--- src/rtl/ldoreg_map.vh ---
`ifndef LDOREG_MAP_VH
`define LDOREG_MAP_VH
`define LDOREG_ADDR_REG1     8'hA9
`define LDOREG_ADDR_REG2     8'hAA
`define LDOREG_ADDR_REG3     8'hAB
`define LDOREG_SLEEP_BIT     7
`define LDOREG_RSVD_BIT      6
`define LDOREG_CODE6_MSB     5
`define LDOREG_CODE7_MSB     6
`define LDOREG_RESET_VALUE   8'h00
`define LDOREG_UNMAPPED_DATA 8'h00
`endif

--- src/rtl/ldoreg_a_setting.v ---
// Decided for this implementation: strobed register access.
`timescale 1ns/1ps
`include "ldoreg_map.vh"

module ldoreg_a_setting (
    // clock and reset
    input  wire       MCLK,
    input  wire       ARST_N,
    // register port
    input  wire [7:0] ADDR,
    input  wire [7:0] WDATA,
    input  wire       WR_STB,
    input  wire       RD_STB,
    output reg  [7:0] RDATA,
    // regulator controls
    output reg        REG1_SLEEP_SELECT,
    output reg  [5:0] REG1_VOLTAGE_CODE,
    output reg        REG2_SLEEP_SELECT,
    output reg  [5:0] REG2_VOLTAGE_CODE,
    output reg        REG3_SLEEP_SELECT,
    output reg  [6:0] REG3_VOLTAGE_CODE
);

    // reset image shared by all three registers
    localparam [7:0] reset_value = `LDOREG_RESET_VALUE;

    // stored bytes and their next values
    reg  [7:0] reg1_reg;
    reg  [7:0] reg2_reg;
    reg  [7:0] reg3_reg;
    reg  [7:0] reg1_next;
    reg  [7:0] reg2_next;
    reg  [7:0] reg3_next;
    reg  [7:0] rdata_next;

    // next values of the regulator outputs
    wire       reg1_sleep_next;
    wire [5:0] reg1_code_next;
    wire       reg2_sleep_next;
    wire [5:0] reg2_code_next;
    wire       reg3_sleep_next;
    wire [6:0] reg3_code_next;

    // address decode, write enables, output load flags
    wire       hit_reg1;
    wire       hit_reg2;
    wire       hit_reg3;
    wire       hit_any;
    wire       wr_reg1;
    wire       wr_reg2;
    wire       wr_reg3;
    wire       rd_mapped;
    reg        reg1_load_reg;
    reg        reg2_load_reg;
    reg        reg3_load_reg;

    assign hit_reg1  = (ADDR == `LDOREG_ADDR_REG1);
    assign hit_reg2  = (ADDR == `LDOREG_ADDR_REG2);
    assign hit_reg3  = (ADDR == `LDOREG_ADDR_REG3);
    assign hit_any   = hit_reg1 | hit_reg2 | hit_reg3;
    assign wr_reg1   = WR_STB & hit_reg1;
    assign wr_reg2   = WR_STB & hit_reg2;
    assign wr_reg3   = WR_STB & hit_reg3;
    assign rd_mapped = RD_STB & hit_any;

    // field split of each stored byte, bit 6 of reg1 and reg2 left out
    assign reg1_sleep_next = reg1_reg[`LDOREG_SLEEP_BIT];
    assign reg1_code_next  = reg1_reg[`LDOREG_CODE6_MSB:0];
    assign reg2_sleep_next = reg2_reg[`LDOREG_SLEEP_BIT];
    assign reg2_code_next  = reg2_reg[`LDOREG_CODE6_MSB:0];
    assign reg3_sleep_next = reg3_reg[`LDOREG_SLEEP_BIT];
    assign reg3_code_next  = reg3_reg[`LDOREG_CODE7_MSB:0];

    // reg1 next value
    always @*
    begin
        reg1_next = reg1_reg;
        if (wr_reg1)
        begin
            reg1_next = WDATA;
        end
    end

    // reg2 next value
    always @*
    begin
        reg2_next = reg2_reg;
        if (wr_reg2)
        begin
            reg2_next = WDATA;
        end
    end

    // reg3 next value
    always @*
    begin
        reg3_next = reg3_reg;
        if (wr_reg3)
        begin
            reg3_next = WDATA;
        end
    end

    // reg1 storage
    always @(posedge MCLK or negedge ARST_N)
    begin
        if (!ARST_N)
        begin
            reg1_reg <= reset_value;
        end
        else
        begin
            reg1_reg <= reg1_next;
        end
    end

    // reg2 storage
    always @(posedge MCLK or negedge ARST_N)
    begin
        if (!ARST_N)
        begin
            reg2_reg <= reset_value;
        end
        else
        begin
            reg2_reg <= reg2_next;
        end
    end

    // reg3 storage
    always @(posedge MCLK or negedge ARST_N)
    begin
        if (!ARST_N)
        begin
            reg3_reg <= reset_value;
        end
        else
        begin
            reg3_reg <= reg3_next;
        end
    end

    // reg1 written last cycle, outputs reload
    always @(posedge MCLK or negedge ARST_N)
    begin
        if (!ARST_N)
        begin
            reg1_load_reg <= 1'b0;
        end
        else
        begin
            reg1_load_reg <= wr_reg1;
        end
    end

    // reg2 written last cycle, outputs reload
    always @(posedge MCLK or negedge ARST_N)
    begin
        if (!ARST_N)
        begin
            reg2_load_reg <= 1'b0;
        end
        else
        begin
            reg2_load_reg <= wr_reg2;
        end
    end

    // reg3 written last cycle, outputs reload
    always @(posedge MCLK or negedge ARST_N)
    begin
        if (!ARST_N)
        begin
            reg3_load_reg <= 1'b0;
        end
        else
        begin
            reg3_load_reg <= wr_reg3;
        end
    end

    // read mux
    always @*
    begin
        case (ADDR)
            `LDOREG_ADDR_REG1: rdata_next = reg1_reg;
            `LDOREG_ADDR_REG2: rdata_next = reg2_reg;
            `LDOREG_ADDR_REG3: rdata_next = reg3_reg;
            default:           rdata_next = `LDOREG_UNMAPPED_DATA;
        endcase
    end

    // read data one cycle after strobe, zero otherwise
    always @(posedge MCLK or negedge ARST_N)
    begin
        if (!ARST_N)
        begin
            RDATA <= 8'h00;
        end
        else if (rd_mapped)
        begin
            RDATA <= rdata_next;
        end
        else if (RD_STB)
        begin
            RDATA <= `LDOREG_UNMAPPED_DATA;
        end
        else
        begin
            RDATA <= 8'h00;
        end
    end

    // reg1 sleep select output
    always @(posedge MCLK or negedge ARST_N)
    begin
        if (!ARST_N)
        begin
            REG1_SLEEP_SELECT <= reset_value[`LDOREG_SLEEP_BIT];
        end
        else if (reg1_load_reg)
        begin
            REG1_SLEEP_SELECT <= reg1_sleep_next;
        end
    end

    // reg1 voltage code output
    always @(posedge MCLK or negedge ARST_N)
    begin
        if (!ARST_N)
        begin
            REG1_VOLTAGE_CODE <= reset_value[`LDOREG_CODE6_MSB:0];
        end
        else if (reg1_load_reg)
        begin
            REG1_VOLTAGE_CODE <= reg1_code_next;
        end
    end

    // reg2 sleep select output
    always @(posedge MCLK or negedge ARST_N)
    begin
        if (!ARST_N)
        begin
            REG2_SLEEP_SELECT <= reset_value[`LDOREG_SLEEP_BIT];
        end
        else if (reg2_load_reg)
        begin
            REG2_SLEEP_SELECT <= reg2_sleep_next;
        end
    end

    // reg2 voltage code output
    always @(posedge MCLK or negedge ARST_N)
    begin
        if (!ARST_N)
        begin
            REG2_VOLTAGE_CODE <= reset_value[`LDOREG_CODE6_MSB:0];
        end
        else if (reg2_load_reg)
        begin
            REG2_VOLTAGE_CODE <= reg2_code_next;
        end
    end

    // reg3 sleep select output
    always @(posedge MCLK or negedge ARST_N)
    begin
        if (!ARST_N)
        begin
            REG3_SLEEP_SELECT <= reset_value[`LDOREG_SLEEP_BIT];
        end
        else if (reg3_load_reg)
        begin
            REG3_SLEEP_SELECT <= reg3_sleep_next;
        end
    end

    // reg3 voltage code output
    always @(posedge MCLK or negedge ARST_N)
    begin
        if (!ARST_N)
        begin
            REG3_VOLTAGE_CODE <= reset_value[`LDOREG_CODE7_MSB:0];
        end
        else if (reg3_load_reg)
        begin
            REG3_VOLTAGE_CODE <= reg3_code_next;
        end
    end

endmodule // ldoreg_a_setting

--- config.mk ---
export PLATFORM = sky130hd
export DESIGN_NAME = ldoreg_a_setting
export DESIGN_NICKNAME = d
export VERILOG_FILES = /design/src/rtl/ldoreg_a_setting.v
export VERILOG_INCLUDE_DIRS = /design/src /design/src/rtl
export SDC_FILE = /design/constraint.sdc
export NUM_CORES = 1
export LEC_CHECK = 0
export ABC_AREA = 1
export BUFFER_PORTS_ARGS = -buffer_cell sky130_fd_sc_hd__buf_2
export CORE_ASPECT_RATIO = 0.8
export CORE_UTILIZATION = 30
export DETAILED_ROUTE_END_ITERATION = 7
export HOLD_SLACK_MARGIN = 0.15
export PLACE_DENSITY_LB_ADDON = 0.25
export SYNTH_ARGS = -nofsm -noshare
export SYNTH_HDL_FRONTEND = slang
export SYNTH_SLANG_ARGS = --single-unit
--- constraint.sdc ---
create_clock -name MCLK -period 1.4 [get_ports MCLK]
set_clock_uncertainty 0.2 [all_clocks]
set_input_delay 0.28 -clock MCLK [delete_from_list [all_inputs] [get_ports MCLK]]
set_output_delay 0.28 -clock MCLK [all_outputs]
set_load 0.03 [all_outputs]
Yosys cells after proc, flatten, opt, wreduce, memory -nomap -nowiden
Cells that the tools add are included.
{"block": "classes", "eq_ne": 3, "n_bitwise": 6, "muxes": 2}
{"operator": "$eq A8 B8 Y1 const B", "count": 3}
{"operator": "$pmux W8 S3", "count": 1}
{"operator": "$mux W8", "count": 1}
{"operator": "$and A1 B1 Y1", "count": 4}
{"operator": "$or A1 B1 Y1", "count": 2}
{"block": "totals", "out_inout_bits": 30, "wordCells": 24, "in_bits": 20, "regBits": 57}

Logic depth before layout (Yosys ltp)
{"block": "depth", "word_depth": 5, "ltp_mapped": 9}

Worst setup path before layout
No wires, ideal clock.
{"block": "synth_timing", "path_type": "in2reg", "startpoint": "input ADDR[6]", "endpoint": "register reg2_reg[0]", "required_time_ps": 1074, "stages": 8, "path_buffers": 2, "setup_time_ps": 126, "arrival_ps": 1057, "setup_slack_ps": 17, "cell_sequence": "inv_1 > nand2_1 > nor2_4 > buf_6 > nand2_4 > nor2_8 > buf_8 > o21ai_0"}
{"block": "synth_between", "elab_chain_cells": 2}
{"item": "from (decl)", "line": "ldoreg_a_setting.v:10", "source": "input wire [7:0] ADDR,"}
{"item": "$eq A8 B8 Y1"}
{"item": "$and A1 B1 Y1", "line": "ldoreg_a_setting.v:62", "source": "assign wr_reg2 = WR_STB & hit_reg2;"}
{"item": "named net wr_reg2", "line": "ldoreg_a_setting.v:50", "source": "wire wr_reg2;"}
{"item": "to (signal assigned)", "line": "ldoreg_a_setting.v:122", "source": "reg2_reg <= reset_value;"}
{"item": "to (signal assigned)", "line": "ldoreg_a_setting.v:126", "source": "reg2_reg <= reg2_next;"}
{"item": "to (decl)", "line": "ldoreg_a_setting.v:29", "source": "reg [7:0] reg2_reg;"}
The timed path passes the listed nets, and every way through them passes these cells.
A chain may end at the register's enable or synchronous reset.

Final worst setup path
{"block": "layout_timing", "startpoint": "register REG1_VOLTAGE_CODE[3]", "endpoint": "output REG1_VOLTAGE_CODE[3]"}
{"item": "from (decl)", "line": "ldoreg_a_setting.v:17", "source": "output reg [5:0] REG1_VOLTAGE_CODE,"}
{"item": "from (signal assigned)", "line": "ldoreg_a_setting.v:232", "source": "REG1_VOLTAGE_CODE <= reset_value[`LDOREG_CODE6_MSB:0];"}
{"item": "from (signal assigned)", "line": "ldoreg_a_setting.v:236", "source": "REG1_VOLTAGE_CODE <= reg1_code_next;"}
No word-level cell between the ends.

==> impl_results.md <==
- Status: complete, no violations
- Initial antenna violation count: 0
- DP Wirelength: 4127 µm
- Final wirelength: 5499 µm
- Iter 0 DRT Violations: 66
- Row count: 28
- R2R Setup Slk: 0.32 ns
- Area leader, netlist: dfrtp_1
- # DRC: 0
- DRT Pass-1 Iters: 5
- Routability congestion estimate from global placement: 0.7637
- Synth Register Bits: 57
- Cell count after synthesis: 250
- Initial Util: 31.71%
- Worst path required time: 0.92 ns
- Critical Path AT: 0.89 ns
- Total power: 3.580 mW
- Largest net degree at the start of global routing: 35
- Clk pin slew, worst setup/hold paths: 0.06 ns
- Die area: 8402 µm²
- Slowest cell delay on critical path: 0.38 ns
- Core area: 7602 µm²
- Clock Sinks: 57
- DP Worst Slack: -0.1758 ns
- Layout cell share with drive strength beyond 1: 28.40%
- Inserted Clock Buffers: 9
- CP Cell Sequence: buf_4
- Grt total ovfl: 0
- Final setup fails: 0
- Post-Syn Nets: 270
- Post-synth top area share: 59.16%
- YS warnings: 0
- Kind of critical path: flip-flop to output port
- Post-synthesis cell type count: 19
- Area Overhead vs Synth: 30.41%
- Maximum clock insertion buffer count: 2
- Skew-Pair Late Insertion Delay: 0.33 ns
- Sequential element share of the synthesized area: 59.16%
- First-pass GRT wire length: 8852 µm
- Routed via count: 1853
- Worst Path Buf+Inv: 1
- Number of global-route vias before repair: 1838
- Fin nets: 346
- Slew Limit Fails: 0
- Fmax: 731.7 MHz
- CTS Root Cell: clkbuf_8
- Max-cap violation count: 0
- Crit path max-delay cell type: dfrtp_1
- Clock H-tree levels: 3
- Avg Vias per Cell: 4.250
- Worst VDD drop: 0.5223 mV
- Max-slew headroom: 62.76%
- Worst min path class: input port to async pin
- Power density cells: 1139 nW/µm²
- Die Ht: 82.19 µm
- Worst-path maximum fanout: 2
- Fill count: 781
- Port-buffer cells: 49
- N_diodes: 0
- DIE WIDTH: 102.2 µm
- Ports: 50
- Most area-consuming cells after synthesis: dfrtp_1 (59%), nor2_1 (6.7%), nand2_1 (6.2%)
- Overall Global Routing Usage: 14.67%
- Final Hold Viols: 0
- Crit. End Element: output port
- Setup slack after layout: 0.03335 ns
- Tcrit/Tclk final: 97.62%
- Post-route ant nets: 0
- CP delay by family, top: flip-flops
- CP startpoint kind: flip-flop
- Actual slew at the worst max-slew pin: 0.5579 ns
- CTS tree: yes
- Leakage: 1.741 nW
- Routed WL per cell: 12.61 µm
- Post-layout min period: 1.367 ns
- Avg Synthesized Cell Area: 9.644 µm²
- Post-Syn Area: 2411 µm²
## final timing paths
kind / end / start / cells after the start
max in group asynchronous: reg2_reg[3]$_DFFE_PN0P_ / ARST_N / 3
max: REG1_VOLTAGE_CODE[3] / REG1_VOLTAGE_CODE[3]$_DFFE_PN0P_ / 1
min: RDATA[2]$_DFF_PN0_ / ARST_N / 2
min reg2reg: REG1_VOLTAGE_CODE[5]$_DFFE_PN0P_ / REG1_VOLTAGE_CODE[5]$_DFFE_PN0P_ / 1
min in group MCLK: reg1_load_reg$_DFF_PN0_ / ADDR[0] / 5
max reg2reg: REG2_VOLTAGE_CODE[5]$_DFFE_PN0P_ / reg2_load_reg$_DFF_PN0_ / 2
## repair_timing
action                                  in CTS  in global routing
setup buffers                                0                  1
hold endpoints to repair                    89                  0
hold buffers                                10                  0
gates resized for setup                      0                 18
endpoints found under the setup margin       0                  7
## layout make-up
type / instances / area [µm²] / share of cell area [%]
sequential: 57 / 1426 / 45.36
multi-input combinational: 158 / 815.8 / 25.95
timing repair buffer: 73 / 495.5 / 15.76
clock buffer: 13 / 158.9 / 5.054
tap: 105 / 131.4 / 4.178
inverter: 27 / 101.3 / 3.223
clock inverter: 3 / 15.01 / 0.4775
## logic make-up (layout without fill, tap and decap cells)
logic type      count (synthesis)  in the layout  synth area share [%]
compound gates                 44             44                 9.704
buf+inv                        35            116                 7.006
flops                          57             57                 59.16
mux                             3              3                 1.401
simple gates                  111            111                 22.73
## placed cells by master (no fill, tap or decap)
cell / n
dfrtp_1: 57
nor2_1: 43
buf_2: 42
nand2_1: 40
inv_1: 27
a21oi_1: 19
nand3_1: 16
buf_4: 16
o21ai_0: 15
clkbuf_8: 11
dlygate4sd3_1: 10
o21ai_1: 8
nand2_4: 4
nor2_4: 4
buf_6: 4
nor2_8: 3
mux2_2: 3
clkinv_2: 3
clkbuf_1: 2
o2111ai_2: 1
nand2_2: 1
o21ai_2: 1
buf_12: 1
## metal layers
| metal | share of wire (%) | track usage, % | vias up |
|---|---|---|---|
| met5 | 0 | 0 | - |
| met4 | 1.3 | 7.286 | 0 |
| met3 | 4.9 | 4.125 | 9 |
| met2 | 43 | 21.88 | 47 |
| met1 | 51 | 19.58 | 849 |
| li1 | - | - | 948 |
## synth_stat cells
cell type / number
dfrtp_1: 57
nor2_1: 43
nand2_1: 40
inv_1: 27
a21oi_1: 19
nand3_1: 16
o21ai_0: 15
o21ai_1: 8
nand2_4: 4
nor2_4: 4
buf_6: 3
clkbuf_1: 3
mux2_2: 3
nor2_8: 3
buf_4: 1
buf_8: 1
nand2_2: 1
o2111ai_2: 1
o21ai_2: 1
## per-stage QoR
stage | cell area (µm²) | util (%) | std cells | hold WS (ns) | setup TNS (ns)
5_1_grt | 3144 | 41.36 | 436 | 0.2060 | -0.004899
2_1_floorplan | 2411 | - | 250 | -0.2156 | 0
4_1_cts | 3104 | 40.83 | 435 | 0.1687 | 0
3_5_place_dp | 2830 | 37.23 | 409 | -0.004332 | -3.500
6_report | 3144 | 41.36 | 436 | 0.1676 | 0
3_3_place_gp | 2830 | 37.23 | 409 | -0.002607 | -2.467
## power by group
group / internal, mW / switching, mW / leakage (nW)
clock: 0.730 / 0.624 / 0.0932
sequential: 1.75 / 0.0505 / 0.696
combinational: 0.153 / 0.277 / 0.953
total: 2.63 / 0.952 / 1.74
(Power assumes the default switching activity.)
